--- src/common/burner_mon_pkg.sv ---
// Constants, field layouts and carrier types for the burner sequence monitor.
// Assumes a single 100 MHz system clock and a plain register port.
package burner_mon_pkg;

    localparam int unsigned CLK_HZ = 100_000_000;
    localparam int unsigned TICK_MS = 100;
    localparam int unsigned TICK_CYC = CLK_HZ / 1000 * TICK_MS;
    localparam logic [23:0] TICK_LAST = 24'(TICK_CYC - 1);
    localparam int unsigned AIR_WAIT_S = 30;
    localparam logic [8:0] AIR_WAIT_TICKS = 9'(AIR_WAIT_S * 1000 / TICK_MS);
    localparam int unsigned FLICKER_MS = 500;
    localparam logic [2:0] FLICKER_TICKS = 3'(FLICKER_MS / TICK_MS);
    localparam logic [6:0] TICKS_PER_S = 7'(1000 / TICK_MS);
    localparam logic [3:0] OFF_DELAY_MAX_S = 4'ha;

    localparam int unsigned N_IN = 4;
    localparam int unsigned N_MON = 11;

    localparam logic [3:0] ADDR_CTRL = 4'h0;
    localparam logic [3:0] ADDR_DELAY = 4'h1;
    localparam logic [3:0] ADDR_FUNC = 4'h2;
    localparam logic [3:0] ADDR_SEL_LO = 4'h3;
    localparam logic [3:0] ADDR_SEL_HI = 4'h4;
    localparam logic [3:0] ADDR_STATUS = 4'h5;
    localparam logic [3:0] ADDR_MON = 4'h6;

    localparam int unsigned CTRL_LINKED_BIT = 0;
    localparam int unsigned CTRL_FLICKER_BIT = 1;
    localparam int unsigned CTRL_DUAL_BIT = 2;
    localparam int unsigned CTRL_RESET_BIT = 3;

    typedef enum logic [1:0] {
        FUNC_UNUSED = 2'h0,
        FUNC_CONTROL = 2'h1,
        FUNC_INTERLOCK = 2'h2
    } in_func_t;

    typedef enum logic [3:0] {
        SEL_FIRST_OUT_1 = 4'h0,
        SEL_FIRST_OUT_2 = 4'h1,
        SEL_FIRST_OUT_3 = 4'h2,
        SEL_FIRST_OUT_4 = 4'h3,
        SEL_IGNITION = 4'h4,
        SEL_PILOT = 4'h5,
        SEL_MAIN = 4'h6,
        SEL_FLAME_PRI = 4'h7,
        SEL_FLAME_SEC = 4'h8,
        SEL_LOCKOUT = 4'h9,
        SEL_IGN_FAIL = 4'ha,
        SEL_OFF = 4'hf
    } mon_sel_t;

    typedef enum logic [3:0] {
        stage_pilot_only = 4'b0001,
        stage_main_trial = 4'b0010,
        stage_air_wait = 4'b0100,
        stage_locked = 4'b1000
    } stage_t;

    typedef struct packed {
        logic ignition_load;
        logic pilot_valve_load;
        logic main_valve_load;
        logic flame_pri;
        logic flame_sec;
        logic ignition_failure_err;
    } plant_t;

    typedef struct packed {
        logic [3:0] addr;
        logic [31:0] wdata;
        logic wr;
        logic rd;
    } reg_req_t;

endpackage

--- src/burner_seq_monitor.sv ---
// Burner main-start sequencing, interlock OFF delays and eleven monitor outputs.
// Assumes field inputs are synchronous and debounced; registers via a plain port.
//
// Implementation choices: the register offsets and strobed register access.
module burner_seq_monitor (
    input wire logic clk_sys_i,
    input wire logic rst_i,
    input wire burner_mon_pkg::reg_req_t req_i,
    output logic [31:0] rdata_o,
    input wire logic main_start_i,
    input wire logic air_switch_i,
    input wire logic main_trial_done_i,
    input wire logic [3:0] field_inputs_i,
    input wire burner_mon_pkg::plant_t plant_i,
    output logic [3:0] stage_o,
    output logic lockout_o,
    output logic [10:0] monitor_out_lines_o
);

    ////////////////////////////////////////////////////////////////////////
    typedef struct packed {
        logic [23:0] tick_cnt;
        logic tick;
        logic [2:0] flick_cnt;
        logic flick;
        burner_mon_pkg::stage_t stage;
        logic [8:0] air_cnt;
        logic [3:0][6:0] sub_cnt;
        logic [3:0][3:0] sec_cnt;
        logic [3:0] held;
        logic [3:0] first_out;
        logic ign_fail;
        logic [3:0][3:0] delay_s;
        logic [3:0][1:0] func;
        logic [10:0][3:0] sel;
        logic linked;
        logic flicker_en;
        logic dual;
        logic [10:0] mon;
        logic [31:0] rdata;
    } state_t;

    state_t s_reg;
    state_t s_next;

    function automatic logic sel_value(input logic [3:0] sel, input logic [3:0] fo,
                                       input burner_mon_pkg::plant_t p, input logic lk,
                                       input logic ig, input logic dual);
        logic v;
        v = 1'b0;
        unique case (sel)
            burner_mon_pkg::SEL_FIRST_OUT_1: v = fo[0];
            burner_mon_pkg::SEL_FIRST_OUT_2: v = fo[1];
            burner_mon_pkg::SEL_FIRST_OUT_3: v = fo[2];
            burner_mon_pkg::SEL_FIRST_OUT_4: v = fo[3];
            burner_mon_pkg::SEL_IGNITION: v = p.ignition_load;
            burner_mon_pkg::SEL_PILOT: v = p.pilot_valve_load;
            burner_mon_pkg::SEL_MAIN: v = p.main_valve_load;
            burner_mon_pkg::SEL_FLAME_PRI: v = p.flame_pri;
            burner_mon_pkg::SEL_FLAME_SEC: v = p.flame_sec & dual;
            burner_mon_pkg::SEL_LOCKOUT: v = lk;
            burner_mon_pkg::SEL_IGN_FAIL: v = ig;
            default: v = 1'b0;
        endcase
        return v;
    endfunction

    ////////////////////////////////////////////////////////////////////////
    logic locked;
    logic err_reset;
    logic [3:0] fo_view;
    logic [3:0] delay_done;
    logic [3:0] ctrl_fo;
    logic [3:0] ilk_trip;

    assign locked = (s_reg.stage == burner_mon_pkg::stage_locked);
    assign err_reset = req_i.wr && (req_i.addr == burner_mon_pkg::ADDR_CTRL)
        && req_i.wdata[burner_mon_pkg::CTRL_RESET_BIT];

    genvar gi;
    generate
        for (gi = 0; gi < 4; gi++)
        begin : g_in
            // A zero delay expires at once, so an open interlock trips immediately
            assign delay_done[gi] = (s_reg.sec_cnt[gi] >= s_reg.delay_s[gi]);
            assign ilk_trip[gi] = (s_reg.func[gi] == burner_mon_pkg::FUNC_INTERLOCK)
                && !field_inputs_i[gi] && delay_done[gi];
            assign ctrl_fo[gi] = field_inputs_i[gi] || (s_reg.held[gi] && !delay_done[gi]);
            always_comb
            begin
                unique case (s_reg.func[gi])
                    burner_mon_pkg::FUNC_CONTROL: fo_view[gi] = ctrl_fo[gi];
                    burner_mon_pkg::FUNC_INTERLOCK:
                        // Closed contact or normal run shows off; lockout shows first-out only
                        fo_view[gi] = locked && s_reg.first_out[gi]
                            && (s_reg.flicker_en ? s_reg.flick : 1'b1);
                    default: fo_view[gi] = 1'b0;
                endcase
            end
        end
    endgenerate

    ////////////////////////////////////////////////////////////////////////
    always_comb
    begin
        s_next = s_reg;
        s_next.tick = 1'b0;
        if (s_reg.tick_cnt == burner_mon_pkg::TICK_LAST)
        begin
            s_next.tick_cnt = '0;
            s_next.tick = 1'b1;
        end
        else
        begin
            s_next.tick_cnt = s_reg.tick_cnt + 24'h1;
        end
        if (s_reg.tick)
        begin
            if (s_reg.flick_cnt == burner_mon_pkg::FLICKER_TICKS - 3'h1)
            begin
                s_next.flick_cnt = '0;
                s_next.flick = !s_reg.flick;
            end
            else
            begin
                s_next.flick_cnt = s_reg.flick_cnt + 3'h1;
            end
        end

        // OFF delay counters run while an input is open, whatever its function
        for (int i = 0; i < 4; i++)
        begin
            if (field_inputs_i[i])
            begin
                s_next.sub_cnt[i] = '0;
                s_next.sec_cnt[i] = '0;
                s_next.held[i] = 1'b1;
            end
            else if (!delay_done[i] && s_reg.tick)
            begin
                if (s_reg.sub_cnt[i] == burner_mon_pkg::TICKS_PER_S - 7'h1)
                begin
                    s_next.sub_cnt[i] = '0;
                    s_next.sec_cnt[i] = s_reg.sec_cnt[i] + 4'h1;
                end
                else
                begin
                    s_next.sub_cnt[i] = s_reg.sub_cnt[i] + 7'h1;
                end
            end
            else if (delay_done[i])
            begin
                s_next.held[i] = 1'b0;
            end
        end

        unique case (s_reg.stage)
            burner_mon_pkg::stage_pilot_only:
                if (main_start_i)
                begin
                    if (s_reg.linked && !air_switch_i)
                    begin
                        s_next.stage = burner_mon_pkg::stage_air_wait;
                        s_next.air_cnt = '0;
                    end
                    else
                    begin
                        s_next.stage = burner_mon_pkg::stage_main_trial;
                    end
                end
            burner_mon_pkg::stage_air_wait:
                // Main start is not looked at here, so dropping it changes nothing
                if (air_switch_i)
                begin
                    s_next.stage = burner_mon_pkg::stage_main_trial;
                end
                else if (s_reg.air_cnt == burner_mon_pkg::AIR_WAIT_TICKS)
                begin
                    s_next.stage = burner_mon_pkg::stage_locked;
                end
                else if (s_reg.tick)
                begin
                    s_next.air_cnt = s_reg.air_cnt + 9'h1;
                end
            burner_mon_pkg::stage_main_trial:
                if (main_trial_done_i)
                begin
                    s_next.stage = burner_mon_pkg::stage_pilot_only;
                end
            burner_mon_pkg::stage_locked:
                if (err_reset)
                begin
                    s_next.stage = burner_mon_pkg::stage_pilot_only;
                    s_next.first_out = '0;
                end
            default: s_next.stage = burner_mon_pkg::stage_locked;
        endcase

        // Interlock trip wins over every stage but locked; lowest index taken if simultaneous
        if (!locked && (ilk_trip != 4'h0))
        begin
            s_next.stage = burner_mon_pkg::stage_locked;
            s_next.first_out = ilk_trip & (~ilk_trip + 4'h1);
        end

        // Set wins over the reset strobe
        if (plant_i.ignition_failure_err)
        begin
            s_next.ign_fail = 1'b1;
        end
        else if (err_reset)
        begin
            s_next.ign_fail = 1'b0;
        end

        if (req_i.wr)
        begin
            unique case (req_i.addr)
                burner_mon_pkg::ADDR_CTRL:
                begin
                    s_next.linked = req_i.wdata[burner_mon_pkg::CTRL_LINKED_BIT];
                    s_next.flicker_en = req_i.wdata[burner_mon_pkg::CTRL_FLICKER_BIT];
                    s_next.dual = req_i.wdata[burner_mon_pkg::CTRL_DUAL_BIT];
                end
                burner_mon_pkg::ADDR_DELAY:
                    for (int i = 0; i < 4; i++)
                    begin
                        s_next.delay_s[i] = (req_i.wdata[4*i +: 4] > burner_mon_pkg::OFF_DELAY_MAX_S)
                            ? burner_mon_pkg::OFF_DELAY_MAX_S : req_i.wdata[4*i +: 4];
                    end
                burner_mon_pkg::ADDR_FUNC: s_next.func = req_i.wdata[7:0];
                burner_mon_pkg::ADDR_SEL_LO: s_next.sel[7:0] = req_i.wdata;
                burner_mon_pkg::ADDR_SEL_HI: s_next.sel[10:8] = req_i.wdata[11:0];
                default: ;
            endcase
        end

        s_next.rdata = '0;
        if (req_i.rd)
        begin
            unique case (req_i.addr)
                burner_mon_pkg::ADDR_CTRL:
                    s_next.rdata = {29'h0, s_reg.dual, s_reg.flicker_en, s_reg.linked};
                burner_mon_pkg::ADDR_DELAY: s_next.rdata = {16'h0, s_reg.delay_s};
                burner_mon_pkg::ADDR_FUNC: s_next.rdata = {24'h0, s_reg.func};
                burner_mon_pkg::ADDR_SEL_LO: s_next.rdata = s_reg.sel[7:0];
                burner_mon_pkg::ADDR_SEL_HI: s_next.rdata = {20'h0, s_reg.sel[10:8]};
                burner_mon_pkg::ADDR_STATUS:
                    s_next.rdata = {23'h0, s_reg.ign_fail, s_reg.first_out, s_reg.stage};
                burner_mon_pkg::ADDR_MON: s_next.rdata = {21'h0, s_reg.mon};
                default: s_next.rdata = '0;
            endcase
        end

        for (int m = 0; m < burner_mon_pkg::N_MON; m++)
        begin
            s_next.mon[m] = sel_value(s_reg.sel[m], fo_view, plant_i, locked,
                                      s_reg.ign_fail, s_reg.dual);
        end
    end

    always_ff @(posedge clk_sys_i or posedge rst_i)
    begin
        if (rst_i)
        begin
            s_reg <= '0;
            s_reg.stage <= burner_mon_pkg::stage_pilot_only;
            s_reg.sel <= {11{burner_mon_pkg::SEL_OFF}};
        end
        else
        begin
            s_reg <= s_next;
        end
    end

    assign rdata_o = s_reg.rdata;
    assign stage_o = s_reg.stage;
    assign lockout_o = locked;
    assign monitor_out_lines_o = s_reg.mon;
endmodule

--- config.mk ---
export PLATFORM = sky130hd
export DESIGN_NAME = burner_seq_monitor
export DESIGN_NICKNAME = d
export VERILOG_FILES = /design/src/common/burner_mon_pkg.sv /design/src/burner_seq_monitor.sv
export SDC_FILE = /design/constraint.sdc
export NUM_CORES = 1
export LEC_CHECK = 0
export BUFFER_PORTS_ARGS = -buffer_cell sky130_fd_sc_hd__buf_2
export CAP_MARGIN = 0
export CORE_AREA = 2 2 209 149
export DETAILED_ROUTE_END_ITERATION = 10
export DIE_AREA = 0 0 211 151
export PLACE_DENSITY_LB_ADDON = 0.3
export SLEW_MARGIN = 20
export SYNTH_ARGS = -nofsm -noshare
export SYNTH_HDL_FRONTEND = slang
export SYNTH_SLANG_ARGS = --single-unit
--- constraint.sdc ---
create_clock -name clk_sys_i -period 7.3 [get_ports clk_sys_i]
set_clock_uncertainty 0.05 [all_clocks]
set_input_delay 0.365 -clock clk_sys_i [delete_from_list [all_inputs] [get_ports clk_sys_i]]
set_output_delay 0.365 -clock clk_sys_i [all_outputs]
set_load 0.01 [all_outputs]
Yosys cells after proc, flatten, opt, wreduce, memory -nomap -nowiden
Index checks and enable logic that the tools add are counted.
Word-level totals
  register bits after elaboration: 209
  input bits: 53
  output and inout port bits: 48
  logic and storage cells: 383
Cells by class
  add/sub/neg operators: 12
  order comparisons: 8
  eq/ne operators: 148
  muxes and demuxes: 79
  bitwise operators: 3
  reductions and logical operators: 89
Operator list (count)
  $pmux 32 s7: 1
  $eq 4x3->1 const B: 48
  $eq 4x4->1 const B: 34
  $pmux 1 s11: 11
  $eq 4x2->1 const B: 25
  $mux 4: 24
  $mux 7: 12
  $eq 4x1->1 const B: 13
  $logic_not 4->1: 12
  $mux 9: 4
  $mux 32: 1
  $reduce_bool 2->1: 16
  $reduce_and 2->1: 15
  $add 7x1->7 const B: 4
  $eq 7x4->1 const B: 4
  $logic_and 1x1->1: 28
  $add 24x1->24 const B: 1
  $eq 24x24->1 const B: 1
  $mux 24: 1
  $add 4x1->4 const B: 5
  $ne 2x2->1 const B: 9
  $pmux 9 s2: 1
  $ge 4x4->1: 4
  $gt 4x4->1 const B: 4
  other kinds (22): 61

Logic depth before layout (Yosys ltp)
Gate-level depths: netlist of run 1.
  depth after elaboration: 7
  gate-level depth with buffers: 10
  mapped depth without buffers: 8

Worst setup path after synthesis of run 1
No wires, ideal clock.
  path kind: register -> register
  start: reg s_reg[127] (netlist name)
  end: reg s_reg[128] (netlist name)
  library setup time: 0.128 ns
  data arrival time: 2.318 ns
  required time: 7.122 ns
  path slack: 4.805 ns
  cell stages (with the launch flop): 9
  buffers on the path: 0
  clock period less this slack: 2.495 ns
  path through: dfrtp_1 > inv_1 > ha_1 > nand2b_1 > a2111oi_2 > o21ai_1 > and2_1 > nor2_1 > mux2_1
Between the ends
  longest elaborated chain between the ends: 5
  elaborated cells on any way between the ends: 9
  classes of those cells: add/sub: 1; order compare: 1; mux: 3; reduce/logical: 4
Ends and longest elaborated chain
  start, declared: line burner_seq_monitor.sv:43  | state_t s_reg;
  start signal, assigned: line burner_seq_monitor.sv:272  | s_reg <= s_next;
  $ge 4x4->1: line burner_seq_monitor.sv:85  | assign delay_done[gi] = (s_reg.sec_cnt[gi] >= s_reg.delay_s[gi]);
  $logic_not 1->1: line burner_seq_monitor.sv:139  | else if (!delay_done[i] && s_reg.tick)
  $logic_and 1x1->1: line burner_seq_monitor.sv:139
  $reduce_bool 2->1 (no source line)
  $reduce_and 2->1 (no source line)
Parallel ways exist; a longest one is shown, timed or not. The select of a mux whose other input is x is not followed.
A chain may end at the register's enable or synchronous reset.

==> results by group, run 1 <==
Outcome
  • Run status: finished, violations left
  • Failing checks: hold timing

Clock tree
  • Reg clk slew, reported paths: 60 ps
  • Num Clock Sinks: 209
  • Clock Latency Late Sink: approximately 530 ps
  • Resized Gates After CTS: 0
  • Setup fix buffers added after clock tree synthesis: 0
  • CTS tree: done
  • Hold_buf cts: 0
  • Clk root buf: clkbuf_16
  • Cts bufs inserted: 22
  • Clock buffer depth: 3
  • Htree depth: 1

Place
  • Placed instance area: 12,200 µm²
  • HPWL Detailed: 21,500 µm
  • Final GP Congestion: 0.841
  • PortBufs: 100

Floorplanning
  • I/O pin count: 101
  • Core box area: a little under 30,000 µm²
  • Die X: 211 µm
  • Die height: 151 µm
  • Rows: 53
  • Die area: 31,900 µm²
  • Initial Util: 39.5%

Yosys
  • Count of cell types in the netlist: 75
  • Post-synth ARST share: 100%
  • Top cells by area, synth: dfrtp_1 (35%), dfstp_2 (10%), mux2_2 (5.5%)
  • Yosys warns: 0
  • Main synth FF type: dfrtp_1
  • Most common cell in the synthesized netlist: dfrtp_1
  • Post-synth top area share: a little over a third
  • Commonest cells in the netlist: dfrtp_1 (164), nand2_1 (87), nor2_1 (87)
  • Yosys top cell by area: dfrtp_1
  • Avg Cell Area, Syn: 9.87 µm²
  • Sequential element share of the synthesized area: between 40% and 50%
  • Post-synth EDFFs: 0
  • Synth Cell Area: 11,800 µm²
  • Syn Nets: 1,287
  • Register bit total from synthesis: 209
  • Gate Count Post-Synth: around 1,200

Setup path
  • Slowest CP cell: or4b_1
  • Setup CP Type: reg -> reg
  • Crit path max fanout: 19
  • CP cell instances: or4b_1 > clkinv_4 > nand4_1 > a21boi_1 > o22ai_2 > a222oi_1 > o31ai_2
  • Critical Path AT: between 3000 and 4000 ps
  • CP endpoint kind: flip-flop
  • Critical Path RT: 7680 ps
  • Slowest stage delay, CP: 940 ps
  • Startpoint Class: flip-flop

Min path
  • Worst min path class: in -> async

Layout
  • Final Util: between 40% and 50%
  • Footprint of the multi-input gates: around 5600 µm²
  • Max reg flops: around 160
  • Fin area: 13,000 µm²
  • Layout Nets: 1,315
  • Storage cell area: 5290 µm²
  • Layout cells sized above 1: between 20 and 25%
  • Area growth, synth to finish: 10.3%
  • Filler Cells Inserted: around 2,900

Routing
  • Drt wl/cell: between 15 and 20 µm
  • Detailed-route DRC error count: 0
  • Vias/cell: 5.57
  • Final WL: 30,200 µm
  • ANT nets after route: 0
  • Drt pass-1 iters: 6
  • Vias: 9,054
  • DRT iter0 DRCs: 768

STA
  • Final setup viols: 0
  • Max_slew headroom: 27.0%
  • Worst-Margin Slew: between 1000 and 1500 ps
  • Final Hold Fails: 7
  • Max Clock Freq: 0.331 GHz
  • Fin Setup TNS: 0 ps
  • Final worst path period share: 41.4%
  • RSZ-0062 raised after global routing: false
  • Minimum clock period after layout: 3020 ps
  • Hold WS: -14.8 ps
  • Slew Viols, Final: 0

Global route
  • Total Routing Usage GR: around a fifth
  • First-pass GRT wire length: 48,700 µm
  • Largest net degree at the start of global routing: 135
  • Initial antenna violation count: 4
  • GR Overflow Total: 0
  • Vias in the first global route: 8,599

Pwr
  • Total Power: 0.00344 W
  • Power per cell area: 265 nW/µm²
  • Static leakage: ~5.6 nW
  • VDD IR max: 0.144 mV

Flow run
  • Max-Cap Viols: 0
[final timing paths]
path,startpoint,end,slack [ps],cells past startpoint
worst min register to register,s_reg[180],s_reg[180],420,1
worst max register to register,stage_o[1],monitor_out_lines_o[7],4280,7
max in group asynchronous,rst_i,s_reg[86],5810,4
min in group clk_sys_i,req_i[18],s_reg[62],20,2
worst max-delay path,stage_o[1],monitor_out_lines_o[7],4280,7
worst min-delay path,rst_i,s_reg[202],-10,2
[power by group]
part	leakage (nW)	switching [W]	internal, W	total [W]
Combinational	2.62	0.000389	0.000309	0.000697
Sequential	2.66	0.000238	0.00135	0.00158
Clock	0.364	0.000484	0.000673	0.00116
[layout make-up]
cell class,instances,share of cell area [%]
clock inverter,8,0.569
sequential,209,40.7
clock buffer,32,5.16
multi-input combinational,815,43.4
timing repair buffer,109,4.47
tap,385,3.71
inverter,64,1.95
antenna,3,0.0578
[layout by cell type, fill, tap and decap left out, types with 10 or more instances in the layout]
cell type,count
dfrtp_1,164
buf_2,100
nand2_1,87
nor2_1,87
o21ai_0,85
inv_1,62
mux2_2,57
dfstp_2,45
nand3_1,42
ha_1,41
a21oi_1,37
xnor2_1,33
a22oi_1,29
and3_1,28
nor3_1,24
nand2b_1,23
clkbuf_16,23
a211oi_1,22
nor2b_1,17
nand4_1,14
a31oi_1,14
xor2_1,13
or3_1,12
mux2i_1,11
o32ai_1,10
[stage by stage]
step           setup slack, ps  std cells  hold WS (ps)
6_report                  4280       1625         -14.8
5_1_grt                   4080       1622          13.5
4_1_cts                   4320       1621          6.08
3_5_place_dp              4350       1581           415
3_3_place_gp              4390       1581           409
2_1_floorplan             1250       1193           387
[cells by family after synthesis]
kind of cell / synth area share [%]
xor gates and xnor gates: 3.42
buffers and inverters: 7.26
adders and majority gates: 4.36
and+or+nand+nor: 17.0
muxes: 7.56
AOI/OAI and AO/OA: 15.5
DFF: 44.9
[per-layer routing]
layer  global-route usage [%]  share of wire [%]  up-vias
met3                     5.66                8.2       37
met4                     3.77                1.6        2
met5                        0              0.023        -
met2                     27.4                 42      285
met1                     28.9                 48     4433
li1                         -                  -     4297
[worst max-delay path, delay by kind of cell (launching register included)]
family | cells | cell delay, ps
AO/OA/AOI/OAI | 4 | 1150
AND/OR/NAND/NOR | 2 | 1040
flip-flops | 1 | 470
buffers and inverters | 1 | 220
No activity file was read; power rests on OpenSTA's default activity.
==> run 2: changes to the inputs <==
==> constraint.sdc (replaced) <==
create_clock -name clk_sys_i -period 3.1 [get_ports clk_sys_i]
set_clock_uncertainty 0.05 [all_clocks]
set_input_delay 0.155 -clock clk_sys_i [delete_from_list [all_inputs] [get_ports clk_sys_i]]
set_output_delay 0.155 -clock clk_sys_i [all_outputs]
set_load 0.01 [all_outputs]
==> run 2 against run 1 <==
  * The flow now finishes without violations
  * Flip-flop and latch count stayed put
  * Setup slack worse by 3800 ps
  * Fmax up 15%
  * Clock-buffer cell count increased by 4
  * Critical path type unchanged
  * Largest cell class unchanged
  * Highest routed layer is now met4
==> results by group, run 2 (synthesized netlist as in run 1, its figures left out) <==
Global route
  • Largest net degree at the start of global routing: 84 (-38%)
  • GR Overflow Total: 0 (unchanged)
  • Vias in the first global route: 8,931 (+3.9%)
  • Met2 Resource Use GR: 28.1% (+0.69 points)
  • Grt met1 use: 29.1% (+0.20 points)
  • Busiest grt layer: met1
  • M3 GR Usage: 5.18% (-0.48 points)
  • First-pass GRT wire length: 49,300 µm (+1.3%)
  • Total Routing Usage GR: 19.5% (+0.23 points)
  • Initial antenna violation count: 1 (-3)

Place
  • HPWL Detailed: 21,400 µm (-0.24%)
  • Final GP Congestion: 0.862 (+2.4%)
  • PortBufs: 100 (unchanged)

Routing
  • Vias/cell: 5.52 (-0.97%)
  • DRT iter0 DRCs: 820 (+6.8%)
  • ANT nets after route: 0 (unchanged)
  • Final WL: 30,500 µm (+1.2%)
  • Vias: 9,303 (+2.8%)
  • Drt pass-1 iters: 5 (-1)
  • Drt wl/cell: 18.1 µm (-2.5%)
  • Detailed-route DRC error count: 0 (unchanged)

Pwr
  • VDD IR max: 0.334 mV (+130%)
  • Static leakage: 5.88 nW (+4.3%)
  • Power per cell area: 596 nW/µm² (+130%)

STA
  • RSZ-0062 raised after global routing: false
  • Fin Setup TNS: 0 ps (unchanged)
  • Final setup viols: 0 (unchanged)
  • Hold WS: 49.6 ps (+64.4 ps)
  • Max Clock Freq: 0.381 GHz (+15%)
  • Slew Viols, Final: 0 (unchanged)
  • Final Hold Fails: 0 (-7)
  • Final worst path period share: 84.8% (+43 points)
  • Worst-Margin Slew: 832 ps (-259 ps)
  • Max_slew headroom: 44.4% (+17 points)
  • Minimum clock period after layout: 2630 ps (-392 ps)

Setup path
  • Startpoint Class: flip-flop
  • Kind of cell adding the most delay to the critical path: compound AO/OA/AOI/OAI gates
  • Slowest stage delay, CP: 470 ps (-470 ps)
  • Slowest CP cell: a2111oi_4
  • CP endpoint kind: flip-flop
  • Critical Path AT: 3000 ps (-400 ps)
  • Setup CP Type: reg -> reg
  • Crit path max fanout: 5 (-14)
  • CP cell instances: inv_1 > ha_1 > nand2b_1 > a2111oi_4 > or4b_2 > nor4b_1 > o2111ai_1 > o22ai_1
  • Critical Path RT: 3470 ps (-4210 ps)
  • Worst Path Buf+Inv: 1 (unchanged)

Clock tree
  • Clk root buf: clkbuf_16
  • CTS tree: done
  • Resized Gates After CTS: 0 (unchanged)
  • Cts bufs inserted: 22 (unchanged)
  • Reg clk slew, reported paths: 60 ps (about the same)
  • Hold_buf cts: 47 (+47)
  • Clock Latency Late Sink: 530 ps (about the same)
  • Htree depth: 1 (unchanged)
  • Setup fix buffers added after clock tree synthesis: 0 (unchanged)
  • Num Clock Sinks: 209 (unchanged)
  • Clock buffer depth: 3 (unchanged)

Floorplanning
  • Core box area: 29,800 µm² (unchanged)
  • Die height: 151 µm (unchanged)
  • Rows: 53 (unchanged)
  • Die X: 211 µm (unchanged)
  • Initial Util: 39.5% (unchanged)
  • Die area: 31,900 µm² (unchanged)
  • I/O pin count: 101 (unchanged)

Layout
  • Filler Cells Inserted: 2,801 (-1.7%)
  • Layout Nets: 1,378 (+4.8%)
  • Commonest cells after routing, fill and taps aside: dfrtp_1 (164), buf_2 (100), nand2_1 (87), nor2_1 (87), o21ai_0 (85)
  • Max reg flops: 162 (unchanged)
  • Most common cell after layout, fill and taps aside: dfrtp_1
  • Area growth, synth to finish: 14.9%
  • Layout cells sized above 1: 21.9% (-0.47 points)

Outcome
  • Run status: finished clean

Min path
  • Worst min path class: in -> reg

Flow run
  • Max-Cap Viols: 0 (unchanged)
run 2: cell count changes in the layout (fill, tap and decap cells not counted), sizes merged:
cell | before | now
diode | 3 | 1
clkbuf | 32 | 36
clkinv | 6 | 4
inv | 63 | 62
clkinvlp | 2 | 1
dlygate4sd3 | 0 | 47
buf | 109 | 125
run 2: path summary, 6_finish.rpt:
check,start,endpoint,slack (ps),cells past startpoint
max,s_reg[131],stage_o[1],470,8
min in group asynchronous,rst_i,s_reg[182],220,3
max reg2reg,s_reg[131],stage_o[1],470,8
min reg2reg,s_reg[180],s_reg[180],430,1
min,req_i[1],s_reg[43],50,4
max in group asynchronous,rst_i,s_reg[63],1920,4
run 2: metrics by stage:
stage	total power (W)	instance area (µm²)	std cells	utilization [%]	setup slack, ps
3_5_place_dp	0.00543	12400	1598	41.5	484
4_1_cts	0.00810	13500	1685	45.4	469
3_3_place_gp	0.00538	12400	1598	41.5	585
6_report	0.00806	13500	1686	45.4	473
2_1_floorplan	0.00490	11800	1193	-	218
5_1_grt	0.00848	13500	1685	45.4	239
run 2: power by group:
| group | switching, W | internal [W] | total [W] |
|---|---|---|---|
| Combinational | 0.000950 | 0.000808 | 0.00176 |
| Clock | 0.00109 | 0.00150 | 0.00259 |
| Sequential | 0.000546 | 0.00317 | 0.00371 |
run 2: cell type report:
type	instances	area (µm²)	area share, %
multi-input cells	815	5630	41.6
flip-flops and latches	209	5290	39.1
repair buffers	172	1180	8.75
clock buffers	36	644	4.77
well taps	385	482	3.56
inverters	64	249	1.84
clock inverters	4	45.0	0.333
diodes	1	2.50	0.0185
run 2: worst register-to-register path, stage by stage (launching register included):
cell       delay (ps)
dfrtp_1           400
inv_1             100
ha_1              230
nand2b_1          170
a2111oi_4         470
or4b_2            290
nor4b_1           380
o2111ai_1         220
o22ai_1           220
run 2: routing by layer:
layer | part of all wire, % | vias to the layer above
met1 | 49 | 4533
met2 | 41 | 317
met3 | 8.4 | 38
met4 | 1.7 | 0
li1 | - | 4415
met5 | 0 | -
==> run 3: changes to the inputs <==
--- a/config.mk
+++ b/config.mk
@@ -5,11 +5,12 @@
 export SDC_FILE = /design/constraint.sdc
 export NUM_CORES = 1
 export LEC_CHECK = 0
+export ABC_AREA = 1
 export BUFFER_PORTS_ARGS = -buffer_cell sky130_fd_sc_hd__buf_2
 export CAP_MARGIN = 0
-export CORE_AREA = 2 2 209 149
+export CORE_AREA = 2 2 211 151
 export DETAILED_ROUTE_END_ITERATION = 10
-export DIE_AREA = 0 0 211 151
+export DIE_AREA = 0 0 213 153
 export PLACE_DENSITY_LB_ADDON = 0.3
 export SLEW_MARGIN = 20
 export SYNTH_ARGS = -nofsm -noshare
==> constraint.sdc (replaced) <==
create_clock -name clk_sys_i -period 2.5 [get_ports clk_sys_i]
set_clock_uncertainty 0.05 [all_clocks]
set_input_delay 0.125 -clock clk_sys_i [delete_from_list [all_inputs] [get_ports clk_sys_i]]
set_output_delay 0.125 -clock clk_sys_i [all_outputs]
set_load 0.01 [all_outputs]
==> run 3 against run 2 <==
  * Utilization increased by 0.42 points
  * Sequential power grew 19%
  * Via count rose by 16%
  * Combinational power grew 46%
  * Worst hold slack better by 18 ps
  * Critical endpoint is now s_reg[125]
  * Largest power group unchanged
  * Highest routed layer unchanged
==> results by group, run 3 <==
Layout
  • Layout cells sized above 1: 14.5% (-7.5 points)
  • Area growth, synth to finish: 16.4%
  • # diodes: 0 (-1)
  • Non-Filler Instances: 2,120 (+26%)
  • Commonest cells after routing, fill and taps aside: nand2_1 (291), inv_1 (235), nor2_1 (191)
  • Most common cell after layout, fill and taps aside: nand2_1
  • Max reg flops: 162 (unchanged)
  • Layout Nets: 1,778 (+29%)

Clock tree
  • Hold_buf cts: 48 (+2.1%)
  • CTS tree: done
  • Htree depth: 1 (unchanged)
  • Clock Latency Late Sink: 530 ps (about the same)
  • Resized Gates After CTS: 0 (unchanged)
  • Num Clock Sinks: 209 (unchanged)
  • Cts bufs inserted: 23 (+4.5%)
  • Reg clk slew, reported paths: 60 ps (about the same)
  • Clk root buf: clkbuf_16
  • Clock buffer depth: 3 (unchanged)
  • Setup fix buffers added after clock tree synthesis: 0 (unchanged)

Yosys
  • Post-synth top area share: 34.0% (-0.82 points)
  • Avg Cell Area, Syn: 7.68 µm² (-22%)
  • Main synth FF type: dfrtp_1
  • Post-synth EDFFs: 0 (unchanged)
  • Gate Count Post-Synth: 1,569 (+32%)
  • Synth Cell Area: 12,100 µm² (+2.4%)
  • Post-synth ARST share: 100% (unchanged)
  • Syn Nets: 1,663 (+29%)
  • Commonest cells in the netlist: nand2_1 (291), inv_1 (236), nor2_1 (191)
  • Top cells by area, synth: dfrtp_1 (34%), dfstp_2 (9.8%), nand2_1 (9.1%)
  • Count of cell types in the netlist: 46 (-39%)
  • Sequential element share of the synthesized area: 43.9% (-1.1 points)
  • Yosys top cell by area: dfrtp_1
  • Yosys warns: 0 (unchanged)
  • Register bit total from synthesis: 209 (unchanged)
  • Most common cell in the synthesized netlist: nand2_1

Min path
  • Hold depth: 5 (+1)
  • Worst min path class: in -> reg
  • Hold_sp: req_i[1]
  • Sink of the worst hold path: s_reg[44]

Floorplanning
  • Die X: 213 µm (+0.95%)
  • Die area: 32,600 µm² (+2.3%)
  • Die height: 153 µm (+1.3%)
  • Rows: 54 (+1.9%)
  • Initial Util: 39.4% (-0.15 points)
  • Core box area: 30,600 µm² (+2.8%)
  • I/O pin count: 101 (unchanged)

STA
  • Max Clock Freq: 0.453 GHz (+19%)
  • Final setup viols: 0 (unchanged)
  • Max_slew headroom: 58.1% (+14 points)
  • RSZ-0062 raised after global routing: false
  • Worst-Margin Slew: 628 ps (-204 ps)
  • Slew Viols, Final: 0 (unchanged)
  • Final WS setup: 293 ps (-180 ps)
  • Final worst path period share: 88.3% (+3.5 points)
  • Minimum clock period after layout: 2210 ps (-420 ps)
  • Final Hold Fails: 0 (unchanged)

Setup path
  • CP cell instances: inv_1 > ha_1 > a21oi_1 > nand4_1 > nand2_1 > nand2_1 > nor2_1 > o21ai_0 > a21oi_1
  • CP endpoint kind: flip-flop
  • Critical Path AT: 2610 ps (-390 ps)
  • Setup CP Type: reg -> reg
  • Slowest stage delay, CP: 370 ps (-100 ps)
  • R2R Path End: s_reg[125]
  • Worst-case reg-to-reg path depth: 9 (+1)
  • Worst Path Buf+Inv: 1 (unchanged)
  • Slowest CP cell: dfrtp_1
  • Crit path max fanout: 12 (+7)
  • Critical Path Start: s_reg[101]
  • Reg-to-reg slack, setup: 290 ps (-180 ps)
  • RR Startpoint: s_reg[101]
  • Kind of cell adding the most delay to the critical path: simple AND/OR/NAND/NOR gates
  • Startpoint Class: flip-flop
  • Critical Path RT: 2910 ps (-560 ps)

Place
  • Pre-CTS WS: 334 ps (-150 ps)
  • Inst Count DP: 2,031 (+27%)
  • HPWL Detailed: 26,100 µm (+22%)
  • PortBufs: 100 (unchanged)
  • Final GP Congestion: 0.930 (+7.9%)

Global route
  • Vias in the first global route: 10,200 (+14%)
  • Total Routing Usage GR: 21.4% (+1.9 points)
  • First-pass GRT wire length: 55,100 µm (+12%)
  • GR Overflow Total: 0 (unchanged)
  • Largest net degree at the start of global routing: 65 (-23%)
  • Initial antenna violation count: 0 (-1)

Flow run
  • Max-Cap Viols: 0 (unchanged)

Routing
  • Detailed-route DRC error count: 0 (unchanged)
  • Vias/cell: 5.08 (-8.0%)
  • Vias: 10,800 (+16%)
  • DRT iter0 DRCs: 880 (+7.3%)
  • Drt pass-1 iters: 6 (+1)
  • ANT nets after route: 0 (unchanged)
  • Drt wl/cell: 16.3 µm (-9.8%)
  • Final WL: 34,600 µm (+13%)

Pwr
  • Power per cell area: 760 nW/µm² (+28%)
  • VDD IR max: 0.373 mV (+12%)
  • Static leakage: 6.93 nW (+18%)

Outcome
  • Run status: finished clean
-- run 3: changes by cell type after synthesis, moves of 28 or more --
| cell | delta |
|---|---|
| a21oi_1 | +33 |
| a22oi_1 | -28 |
| and3_1 | -28 |
| clkbuf_1 | -37 |
| inv_1 | +173 |
| mux2_2 | -57 |
| nand2_1 | +204 |
| nand3_1 | +69 |
| nand4_1 | +32 |
| nor2_1 | +104 |
| o22ai_1 | +31 |
| xnor2_1 | -29 |
-- run 3: cells by family (layout without fill, tap and decap cells) --
family | count (synthesis) | after routing | synth area share, %
XOR/XNOR | 25 | 25 | 1.82
AO/OA/AOI/OAI | 257 | 257 | 12.2
adder cells (fa/ha/maj) | 41 | 41 | 4.26
AND/OR/NAND/NOR | 717 | 717 | 26.2
buffers and inverters | 320 | 451 | 11.7
flip-flops | 209 | 209 | 43.9
-- run 3: layout make-up --
class                      instances  area (µm²)
inverter                         247         931
multi-input combinational       1040        5350
fill                            3065       16600
clock inverter                    11         159
clock buffer                      30         642
tap                              420         526
timing repair buffer             163        1130
sequential                       209        5290
-- run 3: worst max path at each step --
stage	to	slack (ps)	cells after the start
2_1_floorplan	monitor_out_lines_o[0]	-350	1
3_3_place_gp	s_reg[126]	430	9
3_5_place_dp	s_reg[125]	330	9
4_1_cts	s_reg[125]	330	9
5_1_grt	s_reg[125]	20	9
6_report	s_reg[125]	290	9
-- run 3: metal layers --
metal	wire length [µm]	vias up	track usage [%]
met5	0	-	0
li1	-	5319	-
met3	2080	54	3.39
met4	778	0	5.03
met2	14400	313	31.1
met1	17300	5075	33.0
-- run 3: tightest hold or removal path: cells and delay by family --
kind,cells,cell delay [ps]
AND/OR/NAND/NOR,2,130
AO/OA/AOI/OAI,1,70
buffers and inverters,2,270
-- run 3: power by group --
part / switching, W / internal [W]
Clock: 0.00145 / 0.00222
Combinational: 0.00172 / 0.000853
Sequential: 0.000462 / 0.00395
Total: 0.00364 / 0.00703
-- run 3: metrics by stage --
step           hold slack (ps)  cell area, µm²  setup TNS [ps]  util, %  power, W
2_1_floorplan              173           12100          -57810        -   0.00611
3_3_place_gp               196           12700               0     41.6   0.00688
3_5_place_dp               192           12700               0     41.6   0.00693
4_1_cts                   48.9           14000               0     45.8    0.0107
5_1_grt                    115           14000               0     45.8    0.0112
6_report                  67.8           14000               0     45.8    0.0107
